## src/src_rate_pkg.sv

```systemverilog
// shared constants and types for the converter output rate selector
package src_rate_pkg;
  localparam int CODE_W = 4;
  localparam int BUS_W = 32;
  localparam int ADDR_W = 4;
  localparam int CONV_N = 2;
  // byte offsets of the register words
  localparam logic [3:0] OFS_CONV6 = 4'h0;
  localparam logic [3:0] OFS_CONV7 = 4'h4;
  localparam logic [3:0] OFS_STATUS = 4'h8;
  localparam logic [3:0] CODE_RESET = 4'h0;
  localparam int CODE_LSB = 0;
  // rate dividers, counted in strobes of the fastest input of each generator
  localparam int DIV_X2 = 2;
  localparam int DIV_BASE = 4;
  localparam int DIV_HALF = 8;
  localparam int DIV_QUARTER = 16;
  localparam int DIV_THIRD = 3;
  localparam int DIV_SIXTH = 6;

  typedef enum logic [3:0] {
    RATE_NONE = 4'h0,
    RATE_PORT0 = 4'h1,
    RATE_PORT1 = 4'h2,
    RATE_PORT2 = 4'h3,
    RATE_PORT3 = 4'h4,
    RATE_DSP = 4'h5,
    RATE_CG1 = 4'h6,
    RATE_CG1_X2 = 4'h7,
    RATE_CG1_X4 = 4'h8,
    RATE_CG1_HALF = 4'h9,
    RATE_CG2_THIRD = 4'hA,
    RATE_CG1_QUARTER = 4'hB,
    RATE_CG2_SIXTH = 4'hC
  } rate_code_type;

  // one-cycle rate strobes, one per selectable source
  typedef struct packed {
    logic [3:0] port;
    logic dsp;
    logic cg1_base;
    logic cg1_x2;
    logic cg1_x4;
    logic cg1_half;
    logic cg1_quarter;
    logic cg2_third;
    logic cg2_sixth;
  } rate_ticks_type;

  typedef enum logic [1:0] {
    LOCK_IDLE = 2'h0,
    LOCK_WAIT = 2'h1,
    LOCK_HELD = 2'h3
  } lock_state_type;

  function automatic logic code_valid(input logic [3:0] code);
    code_valid = (code != RATE_NONE) && (code <= RATE_CG2_SIXTH);
  endfunction
endpackage

```

## src/src_output_rate_select.sv

```systemverilog
// output rate selector for converters 6 and 7 with avalon register slave
`timescale 1ns/1ns
//
// Behaviour
// - per converter a 4-bit rw rate code, reset to zero, picks the lock source.
// - code 0000 selects no source; the converter output rate stays unlocked.
// - codes 0001 to 0100 lock to serial output port 0 to 3 rate.
// - code 0101 locks to the dsp core audio rate.
// - code 0110 locks to the first clock generator base rate.
// - codes 0111 and 1000 lock to twice and four times that base rate.
// - codes 1001 and 1011 lock to half and quarter that base rate.
// - codes 1010 and 1100 lock to third and sixth of second generator.
// - converter 6 drives channels 12 and 13; converter 7 drives 14 and 15.
module src_output_rate_select (
  // clock and reset
  input wire logic i_clock,
  input wire logic i_nrst,
  // avalon-mm slave
  input wire logic [src_rate_pkg::ADDR_W-1:0] i_address,
  input wire logic i_read,
  input wire logic i_write,
  input wire logic [src_rate_pkg::BUS_W-1:0] i_writedata,
  input wire logic [3:0] i_byteenable,
  output logic [src_rate_pkg::BUS_W-1:0] o_readdata,
  output logic o_waitrequest,
  // rate source pins, asynchronous to i_clock
  input wire logic [3:0] i_port_rate_clk,
  input wire logic i_dsp_rate_clk,
  input wire logic i_cg1_x4_clk,
  input wire logic i_cg2_clk,
  // rate strobes per channel 12..15, and lock state per converter
  output logic [3:0] o_chan_rate_tick,
  output logic [1:0] o_conv_locked
);
  localparam int PIN_N = 7;
  localparam int CW = src_rate_pkg::CODE_W;

  // widens a stored code to a bus word; reserved bits are never kept
  function automatic logic [src_rate_pkg::BUS_W-1:0] code_word(
      input logic [CW-1:0] code);
    code_word = {{(src_rate_pkg::BUS_W - CW){1'b0}}, code};
  endfunction

  // ---- avalon slave: one wait cycle, then the answer
  logic ack_r;
  logic [src_rate_pkg::BUS_W-1:0] rdata_r;
  logic [CW-1:0] code6_r;
  logic [CW-1:0] code7_r;
  logic [CW-1:0] code6_nxt;
  logic [CW-1:0] code7_nxt;

  wire req = i_read || i_write;
  wire hit6 = i_address == src_rate_pkg::OFS_CONV6;
  wire hit7 = i_address == src_rate_pkg::OFS_CONV7;
  wire hit_st = i_address == src_rate_pkg::OFS_STATUS;
  wire wr_lane0 = i_write && ack_r && i_byteenable[0];
  wire wr6 = wr_lane0 && hit6;
  wire wr7 = wr_lane0 && hit7;
  wire [CW-1:0] wcode = i_writedata[src_rate_pkg::CODE_LSB +: CW];

  // reserved bits are not stored, so they read back as zero
  wire [src_rate_pkg::BUS_W-1:0] rd_word =
    hit6 ? code_word(code6_r) :
    hit7 ? code_word(code7_r) :
    hit_st ? {30'h0, o_conv_locked} :
    32'h00000000;

  assign o_waitrequest = req && !ack_r;
  assign code6_nxt = wr6 ? wcode : code6_r;
  assign code7_nxt = wr7 ? wcode : code7_r;
  assign o_readdata = rdata_r;

  always_ff @(posedge i_clock) begin
    if (!i_nrst) begin
      ack_r <= 1'b0;
      rdata_r <= 32'h00000000;
      code6_r <= src_rate_pkg::CODE_RESET;
      code7_r <= src_rate_pkg::CODE_RESET;
    end else begin
      ack_r <= req && !ack_r;
      if (i_read && !ack_r) begin
        rdata_r <= rd_word;
      end
      code6_r <= code6_nxt;
      code7_r <= code7_nxt;
    end
  end

  // ---- pin synchronisers and rising-edge strobes
  // the edge detector reads only the second and third stage
  logic [PIN_N-1:0] meta_r;
  logic [PIN_N-1:0] sync_r;
  logic [PIN_N-1:0] last_r;
  wire [PIN_N-1:0] pins = {i_cg2_clk, i_cg1_x4_clk, i_dsp_rate_clk,
                           i_port_rate_clk};
  wire [PIN_N-1:0] pin_rise = sync_r & ~last_r;

  always_ff @(posedge i_clock) begin
    if (!i_nrst) begin
      meta_r <= '0;
      sync_r <= '0;
      last_r <= '0;
    end else begin
      meta_r <= pins;
      sync_r <= meta_r;
      last_r <= sync_r;
    end
  end

  // ---- derived rates; all slower rates are one-cycle enables
  // the first generator is fed at four times its base rate so that the
  // doubled and quadrupled rates need no multiplier
  wire cg1_rise = pin_rise[5];
  wire cg2_rise = pin_rise[6];
  logic t_x2;
  logic t_base;
  logic t_half;
  logic t_quarter;
  logic t_third;
  logic t_sixth;

  src_tick_divider #(.N(src_rate_pkg::DIV_X2)) div_x2 (
    .i_clock(i_clock),
    .i_nrst(i_nrst),
    .i_tick(cg1_rise),
    .o_tick(t_x2)
  );
  src_tick_divider #(.N(src_rate_pkg::DIV_BASE)) div_base (
    .i_clock(i_clock),
    .i_nrst(i_nrst),
    .i_tick(cg1_rise),
    .o_tick(t_base)
  );
  src_tick_divider #(.N(src_rate_pkg::DIV_HALF)) div_half (
    .i_clock(i_clock),
    .i_nrst(i_nrst),
    .i_tick(cg1_rise),
    .o_tick(t_half)
  );
  src_tick_divider #(.N(src_rate_pkg::DIV_QUARTER)) div_quarter (
    .i_clock(i_clock),
    .i_nrst(i_nrst),
    .i_tick(cg1_rise),
    .o_tick(t_quarter)
  );
  src_tick_divider #(.N(src_rate_pkg::DIV_THIRD)) div_third (
    .i_clock(i_clock),
    .i_nrst(i_nrst),
    .i_tick(cg2_rise),
    .o_tick(t_third)
  );
  src_tick_divider #(.N(src_rate_pkg::DIV_SIXTH)) div_sixth (
    .i_clock(i_clock),
    .i_nrst(i_nrst),
    .i_tick(cg2_rise),
    .o_tick(t_sixth)
  );

  src_rate_pkg::rate_ticks_type ticks;
  assign ticks = {pin_rise[3:0], pin_rise[4], t_base, t_x2, cg1_rise,
                  t_half, t_quarter, t_third, t_sixth};

  // ---- one selector per converter
  logic conv6_tick;
  logic conv7_tick;

  src_rate_mux #(.CODE_W(CW)) mux6 (
    .i_clock(i_clock),
    .i_nrst(i_nrst),
    .i_code(code6_r),
    .i_ticks(ticks),
    .o_rate_tick(conv6_tick),
    .o_locked(o_conv_locked[0])
  );
  src_rate_mux #(.CODE_W(CW)) mux7 (
    .i_clock(i_clock),
    .i_nrst(i_nrst),
    .i_code(code7_r),
    .i_ticks(ticks),
    .o_rate_tick(conv7_tick),
    .o_locked(o_conv_locked[1])
  );

  // each converter serves one stereo pair
  assign o_chan_rate_tick = {conv7_tick, conv7_tick,
                             conv6_tick, conv6_tick};
endmodule

```

## src/src_tick_divider.sv

```systemverilog
// strobe divider: one output strobe for every n input strobes
`timescale 1ns/1ns
module src_tick_divider #(
  parameter int N = 2
) (
  // clock and reset
  input wire logic i_clock,
  input wire logic i_nrst,
  // strobes
  input wire logic i_tick,
  output logic o_tick
);
  localparam int CW = $clog2(N);

  generate
    if (N < 2) begin : g_bad_n
      $error("divider factor below two");
    end
  endgenerate

  logic [CW-1:0] cnt_r;
  logic [CW-1:0] cnt_nxt;
  wire wrap = i_tick && (cnt_r == CW'(N - 1));

  assign cnt_nxt = !i_tick ? cnt_r : (wrap ? '0 : cnt_r + CW'(1));

  always_ff @(posedge i_clock) begin
    if (!i_nrst) begin
      cnt_r <= '0;
      o_tick <= 1'b0;
    end else begin
      cnt_r <= cnt_nxt;
      o_tick <= wrap;
    end
  end
endmodule

```

## src/src_rate_mux.sv

```systemverilog
// per-converter rate source select and lock tracking
`timescale 1ns/1ns
module src_rate_mux #(
  parameter int CODE_W = src_rate_pkg::CODE_W
) (
  // clock and reset
  input wire logic i_clock,
  input wire logic i_nrst,
  // selection and sources
  input wire logic [CODE_W-1:0] i_code,
  input wire src_rate_pkg::rate_ticks_type i_ticks,
  // results
  output logic o_rate_tick,
  output logic o_locked
);
  generate
    if (CODE_W != 4) begin : g_bad_w
      $error("target rate code must be four bits");
    end
  endgenerate

  function automatic logic pick(input logic [3:0] code,
                                input src_rate_pkg::rate_ticks_type t);
    case (code)
      src_rate_pkg::RATE_PORT0: pick = t.port[0];
      src_rate_pkg::RATE_PORT1: pick = t.port[1];
      src_rate_pkg::RATE_PORT2: pick = t.port[2];
      src_rate_pkg::RATE_PORT3: pick = t.port[3];
      src_rate_pkg::RATE_DSP: pick = t.dsp;
      src_rate_pkg::RATE_CG1: pick = t.cg1_base;
      src_rate_pkg::RATE_CG1_X2: pick = t.cg1_x2;
      src_rate_pkg::RATE_CG1_X4: pick = t.cg1_x4;
      src_rate_pkg::RATE_CG1_HALF: pick = t.cg1_half;
      src_rate_pkg::RATE_CG2_THIRD: pick = t.cg2_third;
      src_rate_pkg::RATE_CG1_QUARTER: pick = t.cg1_quarter;
      src_rate_pkg::RATE_CG2_SIXTH: pick = t.cg2_sixth;
      default: pick = 1'b0; // none and undefined codes
    endcase
  endfunction

  src_rate_pkg::lock_state_type state_r;
  src_rate_pkg::lock_state_type state_nxt;
  logic [CODE_W-1:0] code_seen_r;

  wire valid = src_rate_pkg::code_valid(i_code);
  wire sel_tick = pick(i_code, i_ticks);
  wire changed = i_code != code_seen_r;

  // a new code drops lock until the new source has shown a strobe
  always_comb begin
    state_nxt = state_r;
    case (state_r)
      src_rate_pkg::LOCK_IDLE: if (valid) state_nxt = src_rate_pkg::LOCK_WAIT;
      src_rate_pkg::LOCK_WAIT:
        if (sel_tick) state_nxt = src_rate_pkg::LOCK_HELD;
      src_rate_pkg::LOCK_HELD: state_nxt = src_rate_pkg::LOCK_HELD;
      default: state_nxt = src_rate_pkg::LOCK_IDLE;
    endcase
    if (!valid || changed) begin
      state_nxt = src_rate_pkg::LOCK_IDLE;
    end
  end

  always_ff @(posedge i_clock) begin
    if (!i_nrst) begin
      state_r <= src_rate_pkg::LOCK_IDLE;
      code_seen_r <= '0;
      o_rate_tick <= 1'b0;
    end else begin
      state_r <= state_nxt;
      code_seen_r <= i_code;
      o_rate_tick <= sel_tick;
    end
  end

  assign o_locked = state_r == src_rate_pkg::LOCK_HELD;
endmodule

```

## config.mk

```make
export PLATFORM = sky130hd
export DESIGN_NAME = src_output_rate_select
export DESIGN_NICKNAME = d
export VERILOG_FILES = /design/src/src_rate_pkg.sv /design/src/src_output_rate_select.sv /design/src/src_tick_divider.sv /design/src/src_rate_mux.sv
export SDC_FILE = /design/constraint.sdc
export NUM_CORES = 1
export LEC_CHECK = 0
export BUFFER_PORTS_ARGS = -buffer_cell sky130_fd_sc_hd__buf_2
export CORE_AREA = 2 2 83 85
export CTS_CLUSTER_DIAMETER = 150
export DETAILED_ROUTE_END_ITERATION = 12
export DIE_AREA = 0 0 85 87
export PLACE_DENSITY = 0.75
export SETUP_SLACK_MARGIN = 0.3
export SLEW_MARGIN = 5
export SYNTH_ARGS = -nofsm -noshare
export SYNTH_HDL_FRONTEND = slang
export SYNTH_SLANG_ARGS = --single-unit
export TNS_END_PERCENT = 1
```

## constraint.sdc

```tcl
create_clock -name i_clock -period 2.58 [get_ports i_clock]
set_input_delay 0.129 -clock i_clock [delete_from_list [all_inputs] [get_ports i_clock]]
set_output_delay 0.129 -clock i_clock [all_outputs]
set_load 0.005 [all_outputs]
```

Yosys cells after proc, flatten, opt, wreduce, memory -nomap -nowiden

Cells that the tools add are included.
W data, S select, Z words.

$add $sub $neg: 6
Magnitude comparators: 2
Equal/unequal tests: 41
Muxes and demuxes: 17
Bitwise logic cells: 3
Reduce and logical (&&, ||, !) cells: 29

Operators by type and width:

| cell                  | count |
|---|---|
| $eq A4 B4 Y1 const B  | 12 |
| $eq A4 B3 Y1 const B  | 9 |
| $pmux W1 S12          | 2 |
| $eq A4 B2 Y1 const B  | 4 |
| $logic_and A1 B1 Y1   | 14 |
| $mux W2               | 7 |
| $mux W4               | 3 |
| $pmux W2 S3           | 2 |
| $eq A2 B2 Y1 const B  | 4 |
| $eq A4 B1 Y1 const B  | 2 |
| $le A4 B4 Y1 const B  | 2 |
| $ne A2 B1 Y1 const B  | 4 |
| $ne A4 B4 Y1          | 2 |
| $reduce_bool A4 Y1    | 2 |
| $and A7 B7 Y7         | 1 |
| $not A7 Y7            | 1 |
| $add A3 B1 Y3 const B | 2 |
| $eq A3 B3 Y1 const B  | 2 |
| $mux W3               | 2 |
| $add A2 B1 Y2 const B | 2 |
| $add A4 B1 Y4 const B | 1 |
| $eq A2 B1 Y1 const B  | 2 |
| $logic_not A2 Y1      | 2 |
| $logic_not A4 Y1      | 1 |
| other kinds (7)       | 13 |

Flip-flop bits (word level): 97
Bits of input ports: 51
Output and inout port bits: 39

Longest topological paths before layout

Depth in word-level cells: 5
Gate-level depth with buffers: 7
Depth with buffers taken out: 7

By module

A second synthesis with hierarchy kept.

Cells, all modules: 327
Area, all modules: 3208.1 sq um

Modules (own cells, without submodules):

| module                         | instances | cells each | area each (sq um) | sequential area each (sq um) |
|---|---|---|---|---|
| src_output_rate_select         | 1         | 149        | 1431.4            | 680.7 |
| src_rate_mux                   | 2         | 48         | 449.2             | 140.1 |
| src_tick_divider (div_quarter) | 1         | 23         | 216.5             | 100.1 |
| src_tick_divider (div_sixth)   | 1         | 19         | 183.9             | 80.1 |
| src_tick_divider (div_half)    | 1         | 15         | 175.2             | 80.1 |
| src_tick_divider (div_base)    | 1         | 10         | 122.6             | 60.1 |
| src_tick_divider (div_third)   | 1         | 10         | 117.6             | 60.1 |
| src_tick_divider (div_x2)      | 1         | 5          | 62.6              | 40.0 |

Worst setup path before layout

OpenSTA, ideal clock, no wires.

Kind: flip-flop to flip-flop
From: register sync_r[1]
To: register mux7.state_r[1]
Arrival time: 1.305 ns
Data required time: 2.502 ns
Slack: 1.197 ns
Stages on the path, launching flop included: 6
Path buffers: 0
Period minus slack after synthesis: 1.383 ns
Cells stage by stage: dfxtp_1 -> or2b_1 -> or4_1 -> a32oi_1 -> nor4_1 -> nor3_1

Cells in the longest elaborated chain, start to end: 4

Ends and longest elaborated chain:

| what                               | RTL line                      | RTL |
|---|---|---|
| start, declared                    | src_output_rate_select.sv:92  | `logic [PIN_N-1:0] sync_r;` |
| start signal, assigned             | src_output_rate_select.sv:105 | `sync_r <= meta_r;` |
| $and A7 B7 Y7                      | src_output_rate_select.sv:96  | `wire [PIN_N-1:0] pin_rise = sync_r & ~last_r;` |
| $pmux W1 S12                       | src_rate_mux.sv:24            | `case (code)` |
| $ne A2 B1 Y1 (no source line)      | --                            |  |
| $reduce_and A2 Y1 (no source line) | --                            |  |
| end signal, assigned               | src_rate_mux.sv:66            | `state_r <= src_rate_pkg::LOCK_IDLE;` |
| end signal, assigned               | src_rate_mux.sv:70            | `state_r <= state_nxt;` |
| end, declared                      | src_rate_mux.sv:41            | `src_rate_pkg::lock_state_type state_r;` |

No other way between the ends.
A chain may end at the register's enable or synchronous reset.

Worst setup path after layout

From: register code7_r[1]
To: register mux7.state_r[1]

Cells in the longest elaborated chain, start to end: 5

Ends and longest elaborated chain:

| what                                                                 | RTL line                     | RTL |
|---|---|---|
| start, declared                                                      | src_output_rate_select.sv:48 | `logic [CW-1:0] code7_r;` |
| start signal, assigned                                               | src_output_rate_select.sv:78 | `code7_r <= src_rate_pkg::CODE_RESET;` |
| start signal, assigned                                               | src_output_rate_select.sv:85 | `code7_r <= code7_nxt;` |
| parallel branches: the longest is 5 deep, another holds $pmux W1 S12 | --                           |  |

Several ways; the timed one is not identified.

==> results by group <==
Synth
  – Syn avg cell area: 9.04 µm²
  – Asr flop ratio synth: 0%
  – Post-synth EDFFs: 0
  – Synth area leader: dfxtp_1
  – Cell area after synthesis: roughly 0.0031 mm²
  – Sequential area share after synthesis: 44.1%
  – Synthesized instance count: 346
  – Top-area cell type share of the netlist area: 44.1%
  – Area contributors post-synth: dfxtp_1, buf_4, and2_1
  – Number of library cell types mapped by synthesis: 45
  – Flops & latches, synth: 69
  – Ys flop type: dfxtp_1
  – Synth Warn #: 0

Critical path
  – RR Startpoint: code7_r[1]
  – Worst setup path start: code7_r[1]
  – CP max stage delay: 0.61 ns
  – Setup crit end kind: flip-flop
  – R2R Path End: mux7.state_r[1]
  – Setup slack, reg-to-reg: 0.78 ns
  – Timing endpoint of the critical path: mux7.state_r[1]
  – WP data arrival: 2.07 ns
  – Crit start category: flip-flop
  – CP Class: reg2reg
  – FF-to-FF path depth: 5
  – CP Max Fanout: 13
  – CP required: 2.85 ns
  – CP max stage cell: dfxtp_1
  – Cells along the critical path: inv_2 -> or4_1 -> a32oi_1 -> nor4_1 -> nor3_1

Layout
  – Final-stage net count: 427
  – Filler cells: 611
  – Final Util: 51.9%
  – Layout Area Growth over Synthesis: 8.92%
  – ANT cells: 0
  – Share of cells above drive strength 1: 13.9%

Floorplan
  – Row count: 30
  – Die H: 87 µm
  – Initial core utilization: 47.6%
  – Die extent in x: 85 µm
  – Io pins: 90
  – Die area: 0.00740 mm²
  – Core area: 0.00657 mm²

Global routing
  – First-pass GRT wire length: roughly 8800 µm
  – GRT Resource Usage Total: 15.3%
  – Largest net degree at the start of global routing: 40
  – Vias in the first global route: 2002
  – Total grt overflow: 0
  – Initial antenna violation count: 0

Timing
  – Tcrit/Tclk final: 69.7%
  – Worst Max-Slew Pin Slew: roughly 0.56 ns
  – RSZ-0062 raised after global routing: false
  – Final setup fails: 0
  – Worst slew margin: 62.9%
  – Final Skew: 0.00345 ns
  – Fin. Hold Viols: 0
  – Min Tclk post-route: between 1.5 and 2 ns
  – Slew Viols, Final: 0
  – TNS Setup: 0 ns
  – Fmax: 556 MHz

Pwr
  – Seq pwr share: 55.6%
  – Lkg Pwr: between 1 and 1.5 nW
  – Sw frac: roughly a quarter
  – Power Total: 1.97 mW
  – Net switching power: 490 µW
  – Cell-internal power: 1.48 mW
  – Max rail drop VDD: 409 µV
  – PwrDens: 579 mW/mm²
  – Clock power share: 39.4%
  – Logic pwr share: 5.0%

CTS
  – CTS Buf Count: 9
  – Bufs on Longest Clock Path: 2
  – CTS tree: yes
  – Post-CTS sizing: 0
  – TritonCTS Sinks: a little under 70
  – Clock-pin slew on the worst setup and hold paths: 0.08 ns
  – Root buffer cell: clkbuf_8
  – H-tree levels: 3
  – Worst skew pair latency: 0.35 ns

Outcome
  – Outcome: complete, no violations

Flow run
  – Max-Cap Viols: 0

Drt
  – Initial DRC count: 128
  – Drt first pass iters: 5
  – Vias: 2197
  – Detail Route Antenna Nets: 0
  – Overall routed net length: 5090 µm
  – Average via count per standard cell: roughly 4.8
  – DRC: 0
  – Routed len/inst: about 11 µm

Place
  – DP HPWL: 3510 µm
  – Global placer's final weighted congestion: 0.873
  – Port buffer count: 30

Worst hold path
  – Hold Path Class: in2reg
## cell type report
cell class	count	area, µm²	share of cell area (%)
repair buffers	39	235	6.90
well taps	80	100	2.94
flip-flops and latches	69	1380	40.5
clock buffers	9	124	3.63
multi-input cells	241	1480	43.4
inverters	10	37.5	1.10
clock inverters	7	51.3	1.51
## routing by layer
| metal | routed length [µm] | track usage [%] | share of wire [%] |
|---|---|---|---|
| met2 | 2350 | 24.6 | 46 |
| met5 | 0 | 0 | 0 |
| met3 | 307 | 5.50 | 6.0 |
| met1 | 2310 | 17.9 | 45 |
| met4 | 130 | 8.08 | 2.6 |
## per-stage QoR
stage / hold slack, ns / instances / setup slack, ns / instance area [µm²]
after floorplan: 0.256 / 373 / 1.20 / 3230
after global placement: 0.337 / 432 / 0.868 / 3160
after detailed placement: 0.338 / 432 / 0.827 / 3160
after CTS: 0.0411 / 455 / 0.802 / 3410
after global routing: 0.0409 / 455 / 0.613 / 3410
final: 0.0479 / 455 / 0.781 / 3410
## critical path: cells and delay by family, from the launching register on
family | cells | cell delay (ns)
compound gates | 1 | 0.30
buf+inv | 1 | 0.06
flops | 1 | 0.61
simple gates | 3 | 0.74
## flip-flops by register name (all words and copies together), names as in the netlist, 4 cells and up
| register | cells |
|---|---|
| last_r | 7 |
| meta_r | 7 |
| sync_r | 7 |
| code6_r | 4 |
| code7_r | 4 |
| div_quarter.cnt_r | 4 |
| mux6.code_seen_r | 4 |
| mux7.code_seen_r | 4 |
| o_readdata | 4 |
## Yosys cell counts (2+ instances only)
master,number
nand4b_1,2
dfxtp_1,69
or2_2,2
clkbuf_1,14
inv_1,9
a21boi_0,6
nor4_1,3
nor2_1,14
nand2_1,23
xor2_1,2
buf_2,5
nor3_1,8
and2_1,35
nor4bb_1,3
nand3_1,2
and3b_1,2
and3_1,4
nor3b_1,4
a21oi_1,12
mux2i_1,13
nand4_1,4
o22ai_1,3
nand2b_1,5
ha_1,6
a31oi_1,2
nand3b_1,3
a22oi_1,2
xnor2_1,4
a32oi_1,2
o21a_1,2
buf_4,34
o21ai_0,13
nor2b_1,22
## cell usage in the layout, fill, tap and decap left out, types with 3 or more instances in the layout
cell / n
conb_1: 28
nor4_1: 3
dlygate4sd3_1: 7
nor2b_1: 22
dfxtp_1: 69
nand2_1: 23
o22ai_1: 3
nor3_1: 8
mux2i_1: 13
nand4_1: 4
clkbuf_8: 9
a21oi_1: 12
and3_1: 4
ha_1: 6
nor3b_1: 4
nand2b_1: 5
and2_1: 35
buf_2: 30
o21ai_0: 13
nor2_1: 14
a21boi_0: 6
xnor2_1: 4
inv_1: 9
nand3b_1: 3
nor4bb_1: 3
## cells by family after synthesis
group                      Yosys count  share of synthesized area [%]
and+or+nand+nor                    140                           25.9
other                                1                          0.120
muxes                               14                           4.52
AOI/OAI and AO/OA                   47                           9.44
DFF                                 69                           44.1
xor gates and xnor gates             6                           1.68
adders and majority gates            6                           2.40
buffers and inverters               63                           11.8
## power groups by stage
| stage | combinational [mW] | clock (mW) | sequential (mW) |
|---|---|---|---|
| 2_1_floorplan | 0.0951 | 0 | 1.12 |
| 3_3_place_gp | 0.0892 | 0 | 1.12 |
| 3_5_place_dp | 0.0905 | 0 | 1.12 |
| 4_1_cts | 0.0988 | 0.803 | 1.10 |
| 5_1_grt | 0.114 | 0.851 | 1.10 |
| 6_report | 0.0984 | 0.778 | 1.10 |
## what timing repair did
action                    CTS  global route
buffers inserted            0             0
hold endpoints to repair    7             0
hold buffers                7             0
## worst min path at each step
stage / startpoint / end / slack, ns / cells past startpoint
2_1_floorplan: i_port_rate_clk[0] / meta_r[0] / 0.26 / 1
3_3_place_gp: i_cg2_clk / meta_r[6] / 0.34 / 2
4_1_cts: i_writedata[1] / code7_r[1] / 0.04 / 3
6_report: i_writedata[1] / code7_r[1] / 0.05 / 3
5_1_grt: i_writedata[2] / code7_r[2] / 0.04 / 3
3_5_place_dp: i_port_rate_clk[3] / meta_r[3] / 0.34 / 2
No activity file was read; power rests on OpenSTA's default activity.
